File: src/rtl/ccs_pkg.sv
// Constants, register map and state types of the clock source unit.
// Assumes a single 100 MHz core clock and an 8-bit register port.
//
// What this block does
// - Bypass external, loop stays locked for debug
// - Bypass external low power: loop off
// - Stop halts system, debug link and fixed clock outputs
// - Internal ref out runs in stop if enabled
// - External ref out runs in stop if enabled
// - Ref select change restarts loop locking
// - Switch after new clock cycles, else hold
// - Bus divider takes effect immediately
// - Internal ref out when its enable set
// - Larger trim gives longer internal period
// - Trim reaches system output only in internal bypass
// - Trim values survive every reset
// - External ref out; loop ignores it internally
// - Divided loop reference as fixed clock
// - Fixed valid always high in locked modes
// - Bypass fixed valid follows divider table
// - Bus divider codes 1, 2, 4, 8
// - Reset: locked internal, select 00, ref 1
// - Select 01 bypasses to internal reference
package ccs_pkg;
    // Register indices
    localparam logic [1:0] CCS_CTRL1_IDX = 2'h0;
    localparam logic [1:0] CCS_CTRL2_IDX = 2'h1;
    localparam logic [1:0] CCS_TRIM_IDX = 2'h2;
    localparam logic [1:0] CCS_STAT_IDX = 2'h3;
    // Control 1 field positions
    localparam int CCS_CS_LSB = 6;
    localparam int CCS_REF_DIVIDER_LSB = 3;
    localparam int CCS_IRS_BIT = 2;
    localparam int CCS_IREN_BIT = 1;
    localparam int CCS_IRSTEN_BIT = 0;
    // Control 2 field positions
    localparam int CCS_BUS_DIVIDER_LSB = 6;
    localparam int CCS_LP_BIT = 3;
    localparam int CCS_EREN_BIT = 1;
    localparam int CCS_ERSTEN_BIT = 0;
    // Status field positions
    localparam int CCS_LOCK_BIT = 5;
    localparam int CCS_FFV_BIT = 4;
    localparam int CCS_ST_LSB = 2;
    localparam int CCS_FINE_TRIM_BIT = 0;
    // Values after reset, and the power-up trim value
    localparam logic [1:0] CCS_CS_RST = 2'h0;
    localparam logic [2:0] CCS_REF_DIVIDER_RST = 3'h0;
    localparam logic CCS_IRS_RST = 1'b1;
    localparam logic [1:0] CCS_BUS_DIVIDER_RST = 2'h1;
    localparam logic [7:0] CCS_TRIM_INIT = 8'h80;
    // Clock select codes
    localparam logic [1:0] CCS_SEL_LOOP = 2'h0;
    localparam logic [1:0] CCS_SEL_INT = 2'h1;
    localparam logic [1:0] CCS_SEL_EXT = 2'h2;
    localparam logic [1:0] CCS_SEL_RSVD = 2'h3;
    // Timing
    localparam int CCS_CLK_PERIOD_NS = 10;
    localparam int CCS_EXT_TIMEOUT_NS = 40000;
    localparam logic [11:0] CCS_EXT_TIMEOUT_CYC = 12'(CCS_EXT_TIMEOUT_NS / CCS_CLK_PERIOD_NS);
    localparam logic [15:0] CCS_IRC_HALF_BASE = 16'h0040;
    localparam logic [2:0] CCS_LOCK_REF_CYC = 3'h4;
    localparam logic [2:0] CCS_SWITCH_CYC = 3'h3;
    // Loop states, Gray along off, acquire, locked
    typedef enum logic [1:0] {
        CCS_LOOP_OFF = 2'b00,
        CCS_LOOP_ACQ = 2'b01,
        CCS_LOOP_LOCK = 2'b11
    } ccs_loop_t;
endpackage

File: src/rtl/ccs_pow2_div.sv
// Power-of-two divider for a slow clock level sampled on core_clk.
// Assumes the input level changes at most once per core_clk cycle.
`timescale 1ns/10ps
`default_nettype none
module ccs_pow2_div #(
    parameter int SEL_W = 2
) (
    input wire logic clk,
    input wire logic srst,
    input wire logic clkIn,
    input wire logic [SEL_W-1:0] sel,
    output logic clkOut
);
    localparam int CNT_W = (1 << SEL_W) - 1;
    logic inPrev_reg;
    logic [CNT_W-1:0] cnt_reg;
    wire logic rise;
    wire logic [CNT_W:0] taps;

    // Rising edges advance a ripple of halving stages
    assign rise = clkIn & ~inPrev_reg;
    assign taps = {cnt_reg, clkIn};

    always_ff @(posedge clk) begin
        if (srst) begin
            inPrev_reg <= 1'b0;
            cnt_reg <= '0;
            clkOut <= 1'b0;
        end else begin
            inPrev_reg <= clkIn;
            if (rise) begin
                cnt_reg <= cnt_reg + 1'b1;
            end
            clkOut <= taps[sel]; // Tap 0 is the undivided level
        end
    end
endmodule // ccs_pow2_div
`default_nettype wire

File: src/rtl/ccs_clock_source.sv
// Clock source unit: internal reference, external reference, loop,
// output switch, bus divider, reference outputs and fixed clock.
// Assumes stopReq and debugActive come from core_clk logic; extRefIn is a pin.
`timescale 1ns/10ps
`default_nettype none
module ccs_clock_source
    import ccs_pkg::*;
(
    input wire logic core_clk,
    input wire logic srst,
    input wire logic [1:0] regAddr,
    input wire logic [7:0] regWrData,
    input wire logic regWrEn,
    input wire logic regRdEn,
    output logic [7:0] regRdData,
    input wire logic extRefIn,
    input wire logic debugActive,
    input wire logic stopReq,
    output logic systemClockOut,
    output logic debugLinkClock,
    output logic internalRefClockOut,
    output logic externalRefClockOut,
    output logic fixedFreqClock,
    output logic fixedFreqValid
);
    ////////////////////////////////////////////////////////////////////////
    // Registers and declarations
    logic [1:0] clockSelect_reg;
    logic [2:0] refDivider_reg;
    logic internalRefSelect_reg;
    logic intRefOutEnable_reg;
    logic intRefStopEnable_reg;
    logic [1:0] busDivider_reg;
    logic lowPower_reg;
    logic extRefOutEnable_reg;
    logic extRefStopEnable_reg;
    logic [7:0] coarseTrim_reg = CCS_TRIM_INIT;
    logic fineTrim_reg = 1'b0;
    logic extMeta_reg;
    logic extSync_reg;
    logic extPrev_reg;
    logic [11:0] extIdle_reg;
    logic [15:0] ircCnt_reg;
    logic ircClk_reg;
    ccs_loop_t loopState_reg;
    ccs_loop_t loopState_next;
    logic [2:0] lockCnt_reg;
    logic irsPrev_reg;
    logic loopClk_reg;
    logic ffPrev_reg;
    logic [1:0] activeSel_reg;
    logic newPrev_reg;
    logic [2:0] swCnt_reg;
    wire logic wrCtrl1;
    wire logic wrCtrl2;
    wire logic wrTrim;
    wire logic wrStat;
    wire logic extRise;
    wire logic extAvail;
    wire logic [15:0] ircHalf;
    wire logic ircTick;
    wire logic refLevel;
    wire logic refDivided;
    wire logic ffRise;
    wire logic loopEnable;
    wire logic loopLocked;
    wire logic irsChanged;
    wire logic newLevel;
    wire logic newAvail;
    wire logic newRise;
    wire logic switchPending;
    wire logic activeLevel;
    wire logic busClk;
    wire logic ffValidNext;
    wire logic [7:0] rdMux;

    ////////////////////////////////////////////////////////////////////////
    // Register port decode
    assign wrCtrl1 = regWrEn && regAddr == CCS_CTRL1_IDX;
    assign wrCtrl2 = regWrEn && regAddr == CCS_CTRL2_IDX;
    assign wrTrim = regWrEn && regAddr == CCS_TRIM_IDX;
    assign wrStat = regWrEn && regAddr == CCS_STAT_IDX;

    // Control registers, reset into locked internal mode
    always_ff @(posedge core_clk) begin
        if (srst) begin
            clockSelect_reg <= CCS_CS_RST;
            refDivider_reg <= CCS_REF_DIVIDER_RST;
            internalRefSelect_reg <= CCS_IRS_RST;
            intRefOutEnable_reg <= 1'b0;
            intRefStopEnable_reg <= 1'b0;
            busDivider_reg <= CCS_BUS_DIVIDER_RST;
            lowPower_reg <= 1'b0;
            extRefOutEnable_reg <= 1'b0;
            extRefStopEnable_reg <= 1'b0;
        end else begin
            if (wrCtrl1) begin
                if (regWrData[CCS_CS_LSB+:2] != CCS_SEL_RSVD) begin
                    clockSelect_reg <= regWrData[CCS_CS_LSB+:2];
                end
                refDivider_reg <= regWrData[CCS_REF_DIVIDER_LSB+:3];
                internalRefSelect_reg <= regWrData[CCS_IRS_BIT];
                intRefOutEnable_reg <= regWrData[CCS_IREN_BIT];
                intRefStopEnable_reg <= regWrData[CCS_IRSTEN_BIT];
            end
            if (wrCtrl2) begin
                busDivider_reg <= regWrData[CCS_BUS_DIVIDER_LSB+:2];
                lowPower_reg <= regWrData[CCS_LP_BIT];
                extRefOutEnable_reg <= regWrData[CCS_EREN_BIT];
                extRefStopEnable_reg <= regWrData[CCS_ERSTEN_BIT];
            end
        end
    end

    // Trim settings ignore reset entirely
    always_ff @(posedge core_clk) begin
        if (wrTrim) begin
            coarseTrim_reg <= regWrData;
        end
        if (wrStat) begin
            fineTrim_reg <= regWrData[CCS_FINE_TRIM_BIT];
        end
    end

    // Read data, one cycle after the strobe
    assign rdMux = (regAddr == CCS_CTRL1_IDX) ?
        {clockSelect_reg, refDivider_reg, internalRefSelect_reg,
         intRefOutEnable_reg, intRefStopEnable_reg} :
        (regAddr == CCS_CTRL2_IDX) ?
        {busDivider_reg, 2'h0, lowPower_reg, 1'b0,
         extRefOutEnable_reg, extRefStopEnable_reg} :
        (regAddr == CCS_TRIM_IDX) ? coarseTrim_reg :
        {2'h0, loopLocked, fixedFreqValid, activeSel_reg, 1'b0, fineTrim_reg};

    always_ff @(posedge core_clk) begin
        if (srst) begin
            regRdData <= 8'h00;
        end else begin
            regRdData <= regRdEn ? rdMux : 8'h00;
        end
    end

    ////////////////////////////////////////////////////////////////////////
    // External reference: synchroniser and activity watch
    assign extRise = extSync_reg & ~extPrev_reg;
    assign extAvail = extIdle_reg < CCS_EXT_TIMEOUT_CYC;

    always_ff @(posedge core_clk) begin
        if (srst) begin
            extMeta_reg <= 1'b0;
            extSync_reg <= 1'b0;
            extPrev_reg <= 1'b0;
            extIdle_reg <= CCS_EXT_TIMEOUT_CYC;
        end else begin
            extMeta_reg <= extRefIn;
            extSync_reg <= extMeta_reg;
            extPrev_reg <= extSync_reg;
            if (extRise) begin
                extIdle_reg <= 12'h000;
            end else if (extAvail) begin
                extIdle_reg <= extIdle_reg + 12'h001;
            end
        end
    end

    ////////////////////////////////////////////////////////////////////////
    // Internal reference oscillator, half period grows with trim
    assign ircHalf = CCS_IRC_HALF_BASE + {7'h00, coarseTrim_reg, fineTrim_reg};
    assign ircTick = ircCnt_reg >= ircHalf - 16'h0001;

    always_ff @(posedge core_clk) begin
        if (srst) begin
            ircCnt_reg <= 16'h0000;
            ircClk_reg <= 1'b0;
        end else begin
            ircCnt_reg <= ircTick ? 16'h0000 : ircCnt_reg + 16'h0001;
            ircClk_reg <= ircClk_reg ^ ircTick;
        end
    end

    ////////////////////////////////////////////////////////////////////////
    // Loop reference and its divided form, the fixed clock
    assign refLevel = internalRefSelect_reg ? ircClk_reg : extSync_reg;

    ccs_pow2_div #(.SEL_W(3)) u_refDiv (
        .clk(core_clk),
        .srst(srst),
        .clkIn(refLevel),
        .sel(refDivider_reg),
        .clkOut(refDivided)
    );

    assign ffRise = refDivided & ~ffPrev_reg;

    ////////////////////////////////////////////////////////////////////////
    // Loop enable and lock sequencing
    assign loopEnable = !stopReq && (clockSelect_reg == CCS_SEL_LOOP ||
        debugActive || !lowPower_reg);
    assign irsChanged = internalRefSelect_reg != irsPrev_reg;
    assign loopLocked = loopState_reg == CCS_LOOP_LOCK;

    always_comb begin
        loopState_next = loopState_reg;
        case (loopState_reg)
            CCS_LOOP_OFF: begin
                if (loopEnable) begin
                    loopState_next = CCS_LOOP_ACQ;
                end
            end
            CCS_LOOP_ACQ: begin
                if (!loopEnable) begin
                    loopState_next = CCS_LOOP_OFF;
                end else if (!irsChanged && ffRise && lockCnt_reg == CCS_LOCK_REF_CYC - 3'h1) begin
                    loopState_next = CCS_LOOP_LOCK;
                end
            end
            CCS_LOOP_LOCK: begin
                if (!loopEnable) begin
                    loopState_next = CCS_LOOP_OFF;
                end else if (irsChanged) begin
                    loopState_next = CCS_LOOP_ACQ;
                end
            end
            default: begin
                loopState_next = CCS_LOOP_OFF;
            end
        endcase
    end

    // Lock counter counts whole divided reference cycles
    always_ff @(posedge core_clk) begin
        if (srst) begin
            loopState_reg <= CCS_LOOP_OFF;
            lockCnt_reg <= 3'h0;
            irsPrev_reg <= CCS_IRS_RST;
            ffPrev_reg <= 1'b0;
            loopClk_reg <= 1'b0;
        end else begin
            loopState_reg <= loopState_next;
            irsPrev_reg <= internalRefSelect_reg;
            ffPrev_reg <= refDivided;
            if (loopState_reg != CCS_LOOP_ACQ || irsChanged) begin
                lockCnt_reg <= 3'h0;
            end else if (ffRise) begin
                lockCnt_reg <= lockCnt_reg + 3'h1;
            end
            loopClk_reg <= (loopState_reg != CCS_LOOP_OFF) ? ~loopClk_reg : 1'b0;
        end
    end

    ////////////////////////////////////////////////////////////////////////
    // Output switch: wait whole cycles of the new source
    assign newLevel = (clockSelect_reg == CCS_SEL_LOOP) ? loopClk_reg :
        (clockSelect_reg == CCS_SEL_INT) ? ircClk_reg : extSync_reg;
    assign newAvail = (clockSelect_reg == CCS_SEL_LOOP) ? loopLocked :
        (clockSelect_reg == CCS_SEL_INT) ? 1'b1 : extAvail;
    assign newRise = newLevel & ~newPrev_reg;
    assign switchPending = clockSelect_reg != activeSel_reg;

    always_ff @(posedge core_clk) begin
        if (srst) begin
            activeSel_reg <= CCS_CS_RST;
            newPrev_reg <= 1'b0;
            swCnt_reg <= 3'h0;
        end else begin
            newPrev_reg <= newLevel | wrCtrl1; // Masks the false rise of a source change
            if (!switchPending || !newAvail || wrCtrl1) begin
                swCnt_reg <= 3'h0;
            end else if (newRise) begin
                if (swCnt_reg == CCS_SWITCH_CYC - 3'h1) begin
                    activeSel_reg <= clockSelect_reg;
                    swCnt_reg <= 3'h0;
                end else begin
                    swCnt_reg <= swCnt_reg + 3'h1;
                end
            end
        end
    end

    // Selected source, only internal bypass carries the trim
    assign activeLevel = (activeSel_reg == CCS_SEL_LOOP) ? loopClk_reg :
        (activeSel_reg == CCS_SEL_INT) ? ircClk_reg : extSync_reg;

    ccs_pow2_div #(.SEL_W(2)) u_busDiv (
        .clk(core_clk),
        .srst(srst),
        .clkIn(activeLevel),
        .sel(busDivider_reg),
        .clkOut(busClk)
    );

    ////////////////////////////////////////////////////////////////////////
    // Fixed clock qualifier
    assign ffValidNext = (activeSel_reg == CCS_SEL_LOOP) ? 1'b1 :
        ({1'b0, refDivider_reg} >= {2'h0, busDivider_reg} + 4'h2);

    // Output clocks, gated in stop; reference outputs run on in stop if their stop enable is set
    always_ff @(posedge core_clk) begin
        if (srst) begin
            systemClockOut <= 1'b0;
            debugLinkClock <= 1'b0;
            internalRefClockOut <= 1'b0;
            externalRefClockOut <= 1'b0;
            fixedFreqClock <= 1'b0;
            fixedFreqValid <= 1'b1;
        end else begin
            systemClockOut <= !stopReq && busClk;
            debugLinkClock <= !stopReq && loopLocked && loopClk_reg;
            internalRefClockOut <= intRefOutEnable_reg && ircClk_reg &&
                (!stopReq || intRefStopEnable_reg);
            externalRefClockOut <= extRefOutEnable_reg && extSync_reg &&
                (!stopReq || extRefStopEnable_reg);
            fixedFreqClock <= !stopReq && refDivided;
            fixedFreqValid <= ffValidNext;
        end
    end
endmodule // ccs_clock_source
`default_nettype wire

File: config.mk
export PLATFORM = sky130hd
export DESIGN_NAME = ccs_clock_source
export DESIGN_NICKNAME = d
export VERILOG_FILES = /design/src/rtl/ccs_pkg.sv /design/src/rtl/ccs_pow2_div.sv /design/src/rtl/ccs_clock_source.sv
export SDC_FILE = /design/constraint.sdc
export NUM_CORES = 1
export LEC_CHECK = 0
export BUFFER_PORTS_ARGS = -buffer_cell sky130_fd_sc_hd__buf_2
export CORE_ASPECT_RATIO = 1.75
export CORE_UTILIZATION = 30
export CTS_CLUSTER_SIZE = 25
export DETAILED_ROUTE_END_ITERATION = 10
export PLACE_DENSITY = 0.47
export SLEW_MARGIN = 20
export SYNTH_ARGS = -nofsm -noshare
export SYNTH_HDL_FRONTEND = slang
export SYNTH_SLANG_ARGS = --single-unit
File: constraint.sdc
create_clock -name core_clk -period 6.39 [get_ports core_clk]
set_clock_uncertainty 0.15 [all_clocks]
set_input_delay 1.278 -clock core_clk [delete_from_list [all_inputs] [get_ports core_clk]]
set_output_delay 1.278 -clock core_clk [all_outputs]
set_load 0.02 [all_outputs]
Word level (Yosys, flattened, before mapping)
Cells that the tools add are included.

Register bits after elaboration: 96. Input port bits: 17. Output and inout bits: 14. Logic and storage cells: 151.

Add/subtract/negate cells: 9. Magnitude comparators: 5. Eq/ne operators: 16. Multiplexer cells: 23. Bitwise gates (word level): 16. Reductions and logical operators: 43.

Operator list (count): two-way mux 12 bit (2); two-way mux 8 bit (3); adder 16 x 1 -> 16 bit, second input constant (1); greater-or-equal comparator 16 bit (1); logical AND 1 bit (15); OR reduction 2 bit (7); adder 12 x 1 -> 12 bit, second input constant (1); less-than comparator 12 bit, second input constant (1); subtractor 10 x 1 -> 11 bit, second input constant (1); adder 7 x 9 -> 10 bit, first input constant (1); two-way mux 2 bit (5); adder 3 x 1 -> 3 bit, second input constant (3); two-way mux 1 bit (9); NOT 1 bit (9); == test 2 x 1 -> 1 bit, second input constant (4); logical NOT 2 bit (4); adder 7 x 1 -> 7 bit, second input constant (1); logical OR 1 bit (7); == test 2 bit, second input constant (3); == test 3 x 2 -> 1 bit, second input constant (2); case mux 2 bit (3 select lines) (1); AND reduction 3 bit (2); bitwise AND 1 bit (5); logical NOT 1 bit (5); 17 further kinds (19).

Longest topological paths before layout
Gate-level depths: netlist of the first run.

Depth in word-level cells: 8. Gate-level depth with buffers: 11.

Cells and area by module
A second synthesis of the first run with hierarchy kept.

Cell total of the unflattened synthesis: 455. Area, all modules: 4403.0 um2.

Modules (own cells, without submodules): ccs_clock_source (instances 1, cells each 390, area each 3752.3 um2, seq. area each 1731.7 um2); ccs_pow2_div at u_refDiv (instances 1, cells each 48, area each 441.7 um2, seq. area each 180.2 um2); ccs_pow2_div at u_busDiv (instances 1, cells each 17, area each 209.0 um2, seq. area each 100.1 um2).

Least setup slack after synthesis of the first run
No wires, ideal clock.

Path type: input port to flip-flop. Start: in regAddr[0]. End: reg activeSel_reg[0]. Setup time: 0.072 ns. Arrival time: 2.404 ns. Slack: 3.764 ns. Cell stages on the path: 6. Buffers on the path: 2. Cell sequence: clkbuf_1 -> or3b_1 -> buf_6 -> o211ai_2 -> a2111oi_4 -> mux2i_1.

Cells in the longest elaborated chain, start to end: 5.

Ends and longest elaborated chain: start, declared (RTL line ccs_clock_source.sv:11) `input wire logic [1:0] regAddr,`; logical NOT 2 bit (RTL line ccs_clock_source.sv:79) `assign wrCtrl1 = regWrEn && regAddr == CCS_CTRL1_IDX;`; logical AND 1 bit (RTL line ccs_clock_source.sv:79); logical OR 1 bit (RTL line ccs_clock_source.sv:267) `if (!switchPending || !newAvail || wrCtrl1) begin`; NOT 1 bit (no line); AND reduction 3 bit (no line); end signal, assigned (RTL line ccs_clock_source.sv:271) `activeSel_reg <= clockSelect_reg;`; end, declared (RTL line ccs_clock_source.sv:51) `logic [1:0] activeSel_reg;`.

No other way between the ends. A chain may end at the register's enable or synchronous reset.

Final worst setup path of the first run
Start: reg coarseTrim_reg[4]. End: reg ircClk_reg.

Cells in the longest elaborated chain, start to end: 4.

Ends and longest elaborated chain: start, declared (RTL line ccs_clock_source.sv:37) `logic [7:0] coarseTrim_reg = CCS_TRIM_INIT;`; start signal, assigned (RTL line ccs_clock_source.sv:118) `coarseTrim_reg <= regWrData;`; adder 7 x 9 -> 10 bit (RTL line ccs_clock_source.sv:168) `assign ircHalf = CCS_IRC_HALF_BASE + {7'h00, coarseTrim_reg, fineTrim_reg};`; subtractor 10 x 1 -> 11 bit (RTL line ccs_clock_source.sv:169) `assign ircTick = ircCnt_reg >= ircHalf - 16'h0001;`; greater-or-equal comparator 16 bit (RTL line ccs_clock_source.sv:169); bitwise XOR 1 bit (RTL line ccs_clock_source.sv:177) `ircClk_reg <= ircClk_reg ^ ircTick;`; end signal, assigned (RTL line ccs_clock_source.sv:177); end, declared (RTL line ccs_clock_source.sv:44) `logic ircClk_reg;`.

No other way between the ends.

==> flow_summary.json, run 1 <==
{
  "status": "complete, no violations",
  "fin_crit_ns": 2.83,
  "core_area_sq_um": 14400,
  "wirelength_um": 9680,
  "regArea_sq_um": 2010,
  "layout-drive-gt1-share_pct": 13.9,
  "worst-path-max-fanout": 12,
  "post_cts_buffers": 0,
  "htreeDepth": 3,
  "dpl.hpwl_um": 7190,
  "clockRootBuffer": "clkbuf_16",
  "syn_avg_cell_area_sq_um": 9.82,
  "grt_pass1_wl_um": 16200,
  "nFillCells": 1429,
  "syn_inst": 453,
  "rsz0062_at_grt": "false",
  "synth_area_leaders": "dfxtp_1, edfxtp_1, ha_1",
  "port_buffers": 30,
  "end_kind": "register",
  "synth_compound_area_share_pct": 11.8,
  "cts_tree": "yes",
  "setup_tns_ns": 0,
  "finalSetupViolCount": 0,
  "hold_path.class": "register to register",
  "routedWlPerCell_um": 14.5,
  "start_kind": "register",
  "post_cts_resized": 0,
  "detail-route-antenna-nets": 0,
  "grt_pass1_vias": 3270,
  "setup_ws_ns": 3.56,
  "synth_top_cell_area_share_pct": 39.2,
  "hold_buffers": 0,
  "cts_sinks": 96,
  "drt_iter0_drc": 95,
  "async_flop_share_pct": 0,
  "synth_edf_count": 9,
  "grt_antenna_before_repair": 0,
  "multi_input_area_sq_um": 2280,
  "synth-adder-area-share_pct": 5.63,
  "synth_cell_types": 61,
  "start_util_pct": 30.8,
  "synth-seq-cells": 96,
  "worstPathRequired_ns": 6.46,
  "whs_ns": 0.290,
  "final-hold-violation-count": 0,
  "syn_area_sq_um": 4450,
  "place_area_sq_um": 4750,
  "timing.final.crit_share_pct": 44.3,
  "die_h_um": 163,
  "clk_latency_ns": 0.34,
  "ios": 31,
  "yosysTopAreaCell": "dfxtp_1",
  "ys_seq_area_share_pct": 45.2,
  "peakVddDrop_uv": 121,
  "die_w_um": 94.0,
  "p_leak_nw": 1.94,
  "grtUsageTotal_pct": 13.8,
  "synth-xor-area-share_pct": 6.50,
  "drc_errors": 0,
  "synth.mux.area_fraction_pct": 6.22,
  "cts_buffers": 9,
  "synth_commonest_cells": "dfxtp_1, nor2_1, nand2_1, xnor2_1",
  "worstSetupPathType": "register to register",
  "final_util_pct": 35.2,
  "gp_congestion": 0.743,
  "top_usage_layer": "met2",
  "synth_most_common_cell": "dfxtp_1",
  "report.final.slew_viol_count": 0,
  "maxCapViolations": 0,
  "powerDensity_nw_per_um2": 262,
  "grt.met2_usage_pct": 26.1,
  "syn2layout_area_growth_pct": 14.3,
  "grt_use_met3_pct": 2.23,
  "ys.flop_type": "dfxtp_1",
  "largest_reg_flops": 16,
  "synthSimpleGateAreaFrac_pct": 20.6,
  "final_area_sq_um": 5090,
  "cp.arrival_ns": 2.90,
  "ys_warn_count": 0,
  "nNetsFinal": 521,
  "synth_top_family_by_area": "simple AND/OR/NAND/NOR gates",
  "cts.reportedPaths.clkPinSlew_ns": 0.06,
  "place_ws_ns": 3.37,
  "fmax_mhz": 354,
  "grt-ovfl-total": 0,
  "worst_slew_pin_slew_ns": 0.698,
  "cts_buffer_depth": 2,
  "num_vias": 3217,
  "placementRows": 58,
  "grtUsageMet1_pct": 14.2,
  "drtPass1Iterations": 4,
  "relSlewSlack_pct": 53.3,
  "grt_max_degree": 67,
  "vias_per_cell": 4.81,
  "diodes": 0,
  "die_area_sq_um": 15300
}
## kinds of logic (layout without fill, tap and decap cells)
group           Yosys count  in the layout
compound gates           71             71
xor+xnor                 33             33
fa+ha+maj                20             20
buf+inv                  34             66
flops                    96             96
mux                      23             23
other cells               1              5
simple gates            175            175
## cells in the final DEF, fill, tap and decap left out, types with 4 or more instances in the layout
master and n:
a21oi_1 20, a211o_1 4, and3_1 5, edfxtp_1 9, dfxtp_1 87, buf_2 30, clkbuf_16 10, inv_1 18
a211oi_1 8, mux2i_1 15, nor2b_1 15, nor3_1 20, nor2_1 51, o21ai_0 6, nand3b_1 6, nand2b_1 7
xnor2_1 21, xor2_1 12, ha_1 20, nor4_1 5, or3_1 4, clkbuf_8 4, conb_1 5, or2b_2 4
nand3_1 16, nand2_1 25
## layout make-up
cell class                 count  share of cell area [%]
tap                          180                    4.43
clock inverter                 1                   0.590
timing repair buffer          32                    3.25
clock buffer                  15                    6.08
inverter                      18                    1.33
multi-input combinational    327                    44.8
sequential                    96                    39.6
## report_power, final
group	internal [mW]	leakage [nW]	switching (mW)	total, mW
logic	0.0395	0.979	0.0560	0.0955
registers	0.627	0.791	0.0196	0.647
clock network	0.370	0.167	0.222	0.593
## worst max-delay path, stage by stage (launching register included)
cell	delay (ns)
edfxtp_1	0.44
nor4_1	0.37
nand2_1	0.13
nand2_1	0.09
xor2_1	0.07
ha_1	0.29
nand2_1	0.06
or3_1	0.36
o221ai_1	0.19
buf_4	0.22
mux2_1	0.33
## layer usage
layer | share of wire, % | vias to the layer above
met5 | 0 | -
met4 | 3.3 | 0
met3 | 2.2 | 20
met2 | 56 | 44
met1 | 39 | 1503
li1 | - | 1650
## final timing paths
check,slack (ns),startpoint,to,depth (start not counted)
worst max register to register,3.56,coarseTrim_reg[4],ircClk_reg,10
worst min register to register,0.29,u_busDiv.clkOut,systemClockOut,1
worst max-delay path,3.56,coarseTrim_reg[4],ircClk_reg,10
worst min-delay path,0.29,u_busDiv.clkOut,systemClockOut,1
## stage by stage
| step | total power, mW | cells |
|---|---|---|
| 3_5_place_dp | 0.758 | 653 |
| 5_1_grt | 1.39 | 669 |
| 4_1_cts | 1.36 | 669 |
| 3_3_place_gp | 0.755 | 653 |
| 2_1_floorplan | 0.729 | 457 |
| 6_report | 1.33 | 669 |
Note: power is estimated with default switching activity, not from simulation.
==> run 2: changes to the inputs <==
Settings changed: ABC_AREA set to 1.
Clock period 6.39 ns to 2.95 ns, I/O delays scaled along.
==> flow_summary.json, run 2 <==
{
  "core_area_sq_um": 14400,
  "maxCapViolations": 0,
  "worstPathRequired_ns": 3.04,
  "syn_inst": 577,
  "async_flop_share_pct": 0,
  "gp_congestion": 0.842,
  "cts.reportedPaths.clkPinSlew_ns": 0.07,
  "switching_share_pct": 24.7,
  "regArea_sq_um": 2010,
  "switching_power_uw": 710,
  "die_h_um": 163,
  "routedWlPerCell_um": 13.3,
  "rsz0062_at_grt": "false",
  "synth_cell_types": 41,
  "nFillCells": 1566,
  "synth_compound_area_share_pct": 12.5,
  "yosysTopAreaCell": "dfxtp_1",
  "synth_top_family_by_area": "simple AND/OR/NAND/NOR gates",
  "synth_area_leaders": "dfxtp_1, nand2_1, inv_1",
  "syn_avg_cell_area_sq_um": 7.68,
  "clockRootBuffer": "clkbuf_16",
  "synth_most_common_cell": "nand2_1",
  "synth_commonest_cells": "nand2_1, dfxtp_1, inv_1, nor2_1, o21ai_0",
  "synthSimpleGateAreaFrac_pct": 24.7,
  "timing.final.crit_share_pct": 92.5,
  "whs_ns": 0.257,
  "p_leak_nw": 2.26,
  "die_area_sq_um": 15300,
  "dpl.hpwl_um": 8350,
  "setup_tns_ns": 0,
  "start_kind": "register",
  "diodes": 0,
  "synth-adder-area-share_pct": 5.64,
  "synth-xor-area-share_pct": 3.75,
  "vias_per_cell": 4.58,
  "pwr-share-clk_pct": 42.6,
  "drc_errors": 0,
  "multi_input_area_sq_um": 2080,
  "syn2layout_area_growth_pct": 16.4,
  "cts_tree": "yes",
  "layout-drive-gt1-share_pct": 12.5,
  "detail-route-antenna-nets": 0,
  "worstSetupPathType": "register to register",
  "num_vias": 3684,
  "combPwrFrac_pct": 8.5,
  "p_int_mw": 2.17,
  "clk_latency_ns": 0.34,
  "final_area_sq_um": 5160,
  "start_util_pct": 30.9,
  "cp.arrival_ns": 2.82,
  "synth.mux.area_fraction_pct": 0,
  "grt-ovfl-total": 0,
  "status": "complete, no violations",
  "grt_pass1_wl_um": 17500,
  "final_common_cell": "nand2_1",
  "placementRows": 58,
  "ios": 31,
  "final-hold-violation-count": 0,
  "htreeDepth": 3,
  "end_kind": "register",
  "syn_area_sq_um": 4430,
  "peakVddDrop_uv": 246,
  "wirelength_um": 10700,
  "die_w_um": 93.9,
  "ys_warn_count": 0,
  "report.final.slew_viol_count": 0,
  "worst-path-max-fanout": 11,
  "grt_pass1_vias": 3598,
  "grtUsageTotal_pct": 15.0,
  "synth-seq-cells": 96,
  "fin_crit_ns": 2.73,
  "fmax_mhz": 366,
  "ys_seq_area_share_pct": 45.4,
  "ys.flop_type": "dfxtp_1",
  "largest_reg_flops": 16,
  "cts_buffer_depth": 2,
  "drtPass1Iterations": 4,
  "grt_antenna_before_repair": 0,
  "powerDensity_nw_per_um2": 558,
  "p_seq_share_pct": 48.9,
  "drt_iter0_drc": 188,
  "hold_buffers": 0,
  "grt_max_degree": 34,
  "nNetsFinal": 657,
  "place_area_sq_um": 4830,
  "synth_edf_count": 9,
  "hold_path.class": "register to register",
  "finalSetupViolCount": 0,
  "layout_common_cells": "nand2_1, dfxtp_1, inv_1",
  "cts_sinks": 96,
  "port_buffers": 30,
  "cts_buffers": 9,
  "synth_top_cell_area_share_pct": 39.3
}
==> run 2: cell types whose count changed in the layout (fill, tap and decap cells not counted), sizes merged, moves of 9 or more <==
| cell | before | now |
|---|---|---|
| a211oi | 9 | 0 |
| a21oi | 20 | 39 |
| inv | 18 | 85 |
| mux2i | 16 | 0 |
| nand2 | 25 | 102 |
| nand3 | 17 | 28 |
| nor2 | 52 | 86 |
| nor2b | 15 | 0 |
| o21ai | 9 | 46 |
| xnor2 | 21 | 10 |
==> run 2: final cells by class <==
| type | count | share of cell area [%] |
|---|---|---|
| Clock inverter | 5 | 1.21 |
| Sequential cell | 96 | 39.0 |
| Multi-Input combinational cell | 392 | 40.4 |
| Inverter | 86 | 6.26 |
| Clock buffer | 11 | 4.92 |
| Tap cell | 180 | 4.37 |
| Timing Repair Buffer | 35 | 3.88 |
==> run 2: timing repair <==
item | in CTS | in global routing
setup endpoints to repair | 0 | 11
buffers inserted | 0 | 1
gates resized for setup | 0 | 1
==> run 2: worst max-delay path: stages (launching register included) <==
cell and delay (ns):
edfxtp_1 0.42, inv_2 0.10, ha_1 0.18, nand2_1 0.10, or3_1 0.36, nand2_1 0.09
xor2_1 0.14, inv_1 0.06, ha_1 0.26, nand2_1 0.05, inv_1 0.04, nand2_1 0.04
nor2_1 0.12, nand3_1 0.08, nand2_1 0.06, inv_1 0.05, nand3_1 0.13, buf_12 0.14
nor2_1 0.04
==> run 2: stage by stage <==
step           setup slack [ns]  cells  power, mW  util (%)
4_1_cts                   0.178    804       2.92      35.8
3_5_place_dp              0.196    788       1.68      33.6
5_1_grt                 0.00986    805       3.02      35.9
6_report                  0.221    805       2.88      35.9
3_3_place_gp              0.253    788       1.68      33.6
2_1_floorplan             0.430    581       1.60         -
==> run 2: kinds of logic (layout without fill, tap and decap cells) <==
| family | after synthesis | in the layout |
|---|---|---|
| compound gates | 101 | 101 |
| simple gates | 247 | 247 |
| buf+inv | 93 | 137 |
| flops | 96 | 96 |
| xor+xnor | 19 | 19 |
| other cells | 1 | 5 |
| fa+ha+maj | 20 | 20 |
==> run 2: path summary, 6_finish.rpt <==
| check | start | slack (ns) | end | cells after the start |
|---|---|---|---|---|
| max | fineTrim_reg | 0.22 | ircCnt_reg[0] | 18 |
| min | extMeta_reg | 0.26 | extSync_reg | 2 |
| max reg2reg | fineTrim_reg | 0.22 | ircCnt_reg[0] | 18 |
| min reg2reg | extMeta_reg | 0.26 | extSync_reg | 2 |
==> run 2: power groups by stage <==
stage                     Clock [mW]  Combinational (mW)  Sequential, mW
after floorplan                    0               0.167            1.43
after global placement             0               0.245            1.44
after detailed placement           0               0.247            1.44
after CTS                       1.26               0.249            1.41
after global routing            1.32               0.284            1.41
final                           1.22               0.245            1.41
==> run 2: metal layers <==
layer	part of all wire [%]	GRT usage (%)	vias up
li1	-	-	1941
met1	41	15.5	1691
met2	55	28.9	40
met3	2.5	3.03	12
met4	2.1	5.73	0
met5	0	0	-
==> run 3: changes to the inputs <==
Settings changed: SYNTH_HIERARCHICAL set to 1.
==> flow_summary.json, run 3 <==
{
  "nFillCells": 1586,
  "syn_avg_cell_area_sq_um": 7.62,
  "p_int_mw": 2.07,
  "synth_most_common_cell": "nand2_1",
  "cp-endpoint": "ircCnt_reg[10]",
  "htreeDepth": 3,
  "grt-ovfl-total": 0,
  "relSlewSlack_pct": 45.2,
  "yosysTopAreaCell": "dfxtp_1",
  "core_area_sq_um": 14500,
  "synth_top_cell_area_share_pct": 38.7,
  "syn2layout_area_growth_pct": 14.7,
  "ys_warn_count": 6,
  "cts_buffer_depth": 2,
  "cts_tree": "yes",
  "r2r_slack_ns": 0.29,
  "peakVddDrop_uv": 256,
  "detail-route-antenna-nets": 0,
  "ys_seq_area_share_pct": 44.7,
  "syn_area_sq_um": 4500,
  "reg2regPathDepth": 17,
  "regArea_sq_um": 2010,
  "rsz0062_at_grt": "false",
  "dp.cells": 802,
  "maxCapViolations": 0,
  "grt_antenna_before_repair": 0,
  "start_util_pct": 31.0,
  "place_area_sq_um": 4890,
  "hold_path.class": "register to register",
  "worstPathRequired_ns": 3.03,
  "drc_errors": 0,
  "status": "complete, no violations",
  "setup_tns_ns": 0,
  "switching_power_uw": 679,
  "reg2reg_from": "fineTrim_reg",
  "drt_iter0_drc": 172,
  "layout_common_cells": "nand2_1, inv_1, dfxtp_1",
  "cp.arrival_ns": 2.74,
  "fmax_mhz": 376,
  "grt_pass1_vias": 3745,
  "cts.reportedPaths.clkPinSlew_ns": 0.06,
  "end_kind": "register",
  "fin_crit_ns": 2.66,
  "whs_ns": 0.255,
  "cts_buffers": 9,
  "worst-path-max-fanout": 11,
  "die_w_um": 94.6,
  "gp_congestion": 0.840,
  "nNetsFinal": 670,
  "synth_cell_types": 40,
  "stdcell_count": 818,
  "start_kind": "register",
  "synth-seq-cells": 96,
  "syn_inst": 591,
  "post_cts_resized": 0,
  "dpl.hpwl_um": 8590,
  "grt_max_degree": 25,
  "largest_reg_flops": 16,
  "routedWlPerCell_um": 13.1,
  "p_seq_share_pct": 51.2,
  "multi_input_area_sq_um": 2140,
  "rr_endpoint": "ircCnt_reg[10]",
  "synth_area_leaders": "dfxtp_1, nand2_1, inv_1",
  "grt_pass1_wl_um": 17600,
  "final-hold-violation-count": 0,
  "switching_share_pct": 24.7,
  "post_cts_buffers": 0,
  "grtUsageTotal_pct": 15.0,
  "drtPass1Iterations": 4,
  "report.final.slew_viol_count": 0,
  "clockRootBuffer": "clkbuf_16",
  "worst_slew_pin_slew_ns": 0.814,
  "placementRows": 58,
  "wirelength_um": 10700,
  "synth_edf_count": 9,
  "port_buffers": 30,
  "cts_sinks": 96,
  "worstSetupPathType": "register to register",
  "pwr-share-clk_pct": 40.0,
  "hold_buffers": 0,
  "finalSetupViolCount": 0,
  "final_area_sq_um": 5170,
  "layout-drive-gt1-share_pct": 11.9,
  "synth_commonest_cells": "nand2_1, dfxtp_1, inv_1, nor2_1, o21ai_0",
  "powerDensity_nw_per_um2": 532,
  "die_h_um": 164,
  "timing.final.crit_share_pct": 90.1,
  "diodes": 0,
  "clk_latency_ns": 0.34,
  "num_vias": 3781,
  "crit_start": "fineTrim_reg",
  "async_flop_share_pct": 0,
  "combPwrFrac_pct": 8.8,
  "ios": 31,
  "vias_per_cell": 4.62,
  "die_area_sq_um": 15500,
  "ys.flop_type": "dfxtp_1",
  "final_common_cell": "nand2_1",
  "p_leak_nw": 2.28
}
run 3: cell count changes in the layout (fill, tap and decap cells not counted), sizes merged, moves of 5 or more:
cell / change
a21oi: -5
nand4: -5
o21ai: -7
inv: +6
nand3: +5
nor3: +5
nand2: +14
run 3: how the worst min path moves through the flow:
stage / from / end / slack [ns] / cells past startpoint
2_1_floorplan: extMeta_reg / extSync_reg / 0.24 / 2
5_1_grt: extMeta_reg / extSync_reg / 0.27 / 2
3_3_place_gp: extMeta_reg / extSync_reg / 0.24 / 2
3_5_place_dp: extMeta_reg / extSync_reg / 0.25 / 2
4_1_cts: extMeta_reg / extSync_reg / 0.26 / 2
6_report: extMeta_reg / extSync_reg / 0.25 / 2
run 3: power by group through the flow:
stage	Clock (mW)	Combinational [mW]	Sequential, mW
2_1_floorplan	0	0.167	1.43
4_1_cts	1.14	0.247	1.41
6_report	1.10	0.243	1.41
3_5_place_dp	0	0.246	1.44
5_1_grt	1.19	0.280	1.41
3_3_place_gp	0	0.242	1.43
run 3: kinds of logic (layout without fill, tap and decap cells):
family	after synthesis	count (layout)	synth area share, %
xor gates and xnor gates	22	22	4.28
and+or+nand+nor	269	269	26.8
AOI/OAI and AO/OA	86	86	10.4
DFF	96	96	44.7
other	1	5	0.0833
buffers and inverters	97	140	8.22
adders and majority gates	20	20	5.56
run 3: layout make-up:
cell class / count / area share [%]
Inverter: 91 / 6.61
Multi-Input combinational cell: 402 / 41.4
Sequential cell: 96 / 38.9
Clock buffer: 14 / 5.11
Clock inverter: 2 / 0.266
Tap cell: 180 / 4.36
Timing Repair Buffer: 33 / 3.34
run 3: worst max-delay path: stages (launching register included):
cell	delay, ns
edfxtp_1	0.39
inv_1	0.13
ha_1	0.20
nand2_1	0.09
or3_1	0.35
nand3_1	0.11
xor2_1	0.08
ha_1	0.28
nand2_1	0.05
inv_1	0.04
nand2_1	0.04
nor2_1	0.11
nand3_1	0.09
nand2_1	0.06
inv_1	0.05
nand3_1	0.08
buf_4	0.18
nor2_1	0.06
run 3: layer usage:
layer  vias up  wire length (um)  global-route usage, %
li1       1959                 -                      -
met1      1730              4140                   14.9
met2        65              5770                   28.5
met3        27               320                   2.50
met4         0               451                   8.33
met5         -                 0                      0
run 3: metrics by stage:
step                util, %  power [mW]  setup slack (ns)
floorplan                 -        1.60             0.526
global placement       33.7        1.68             0.339
detailed placement     33.7        1.68             0.279
CTS                    35.6        2.79             0.267
global route           35.6        2.88            0.0264
finish                 35.6        2.75             0.291
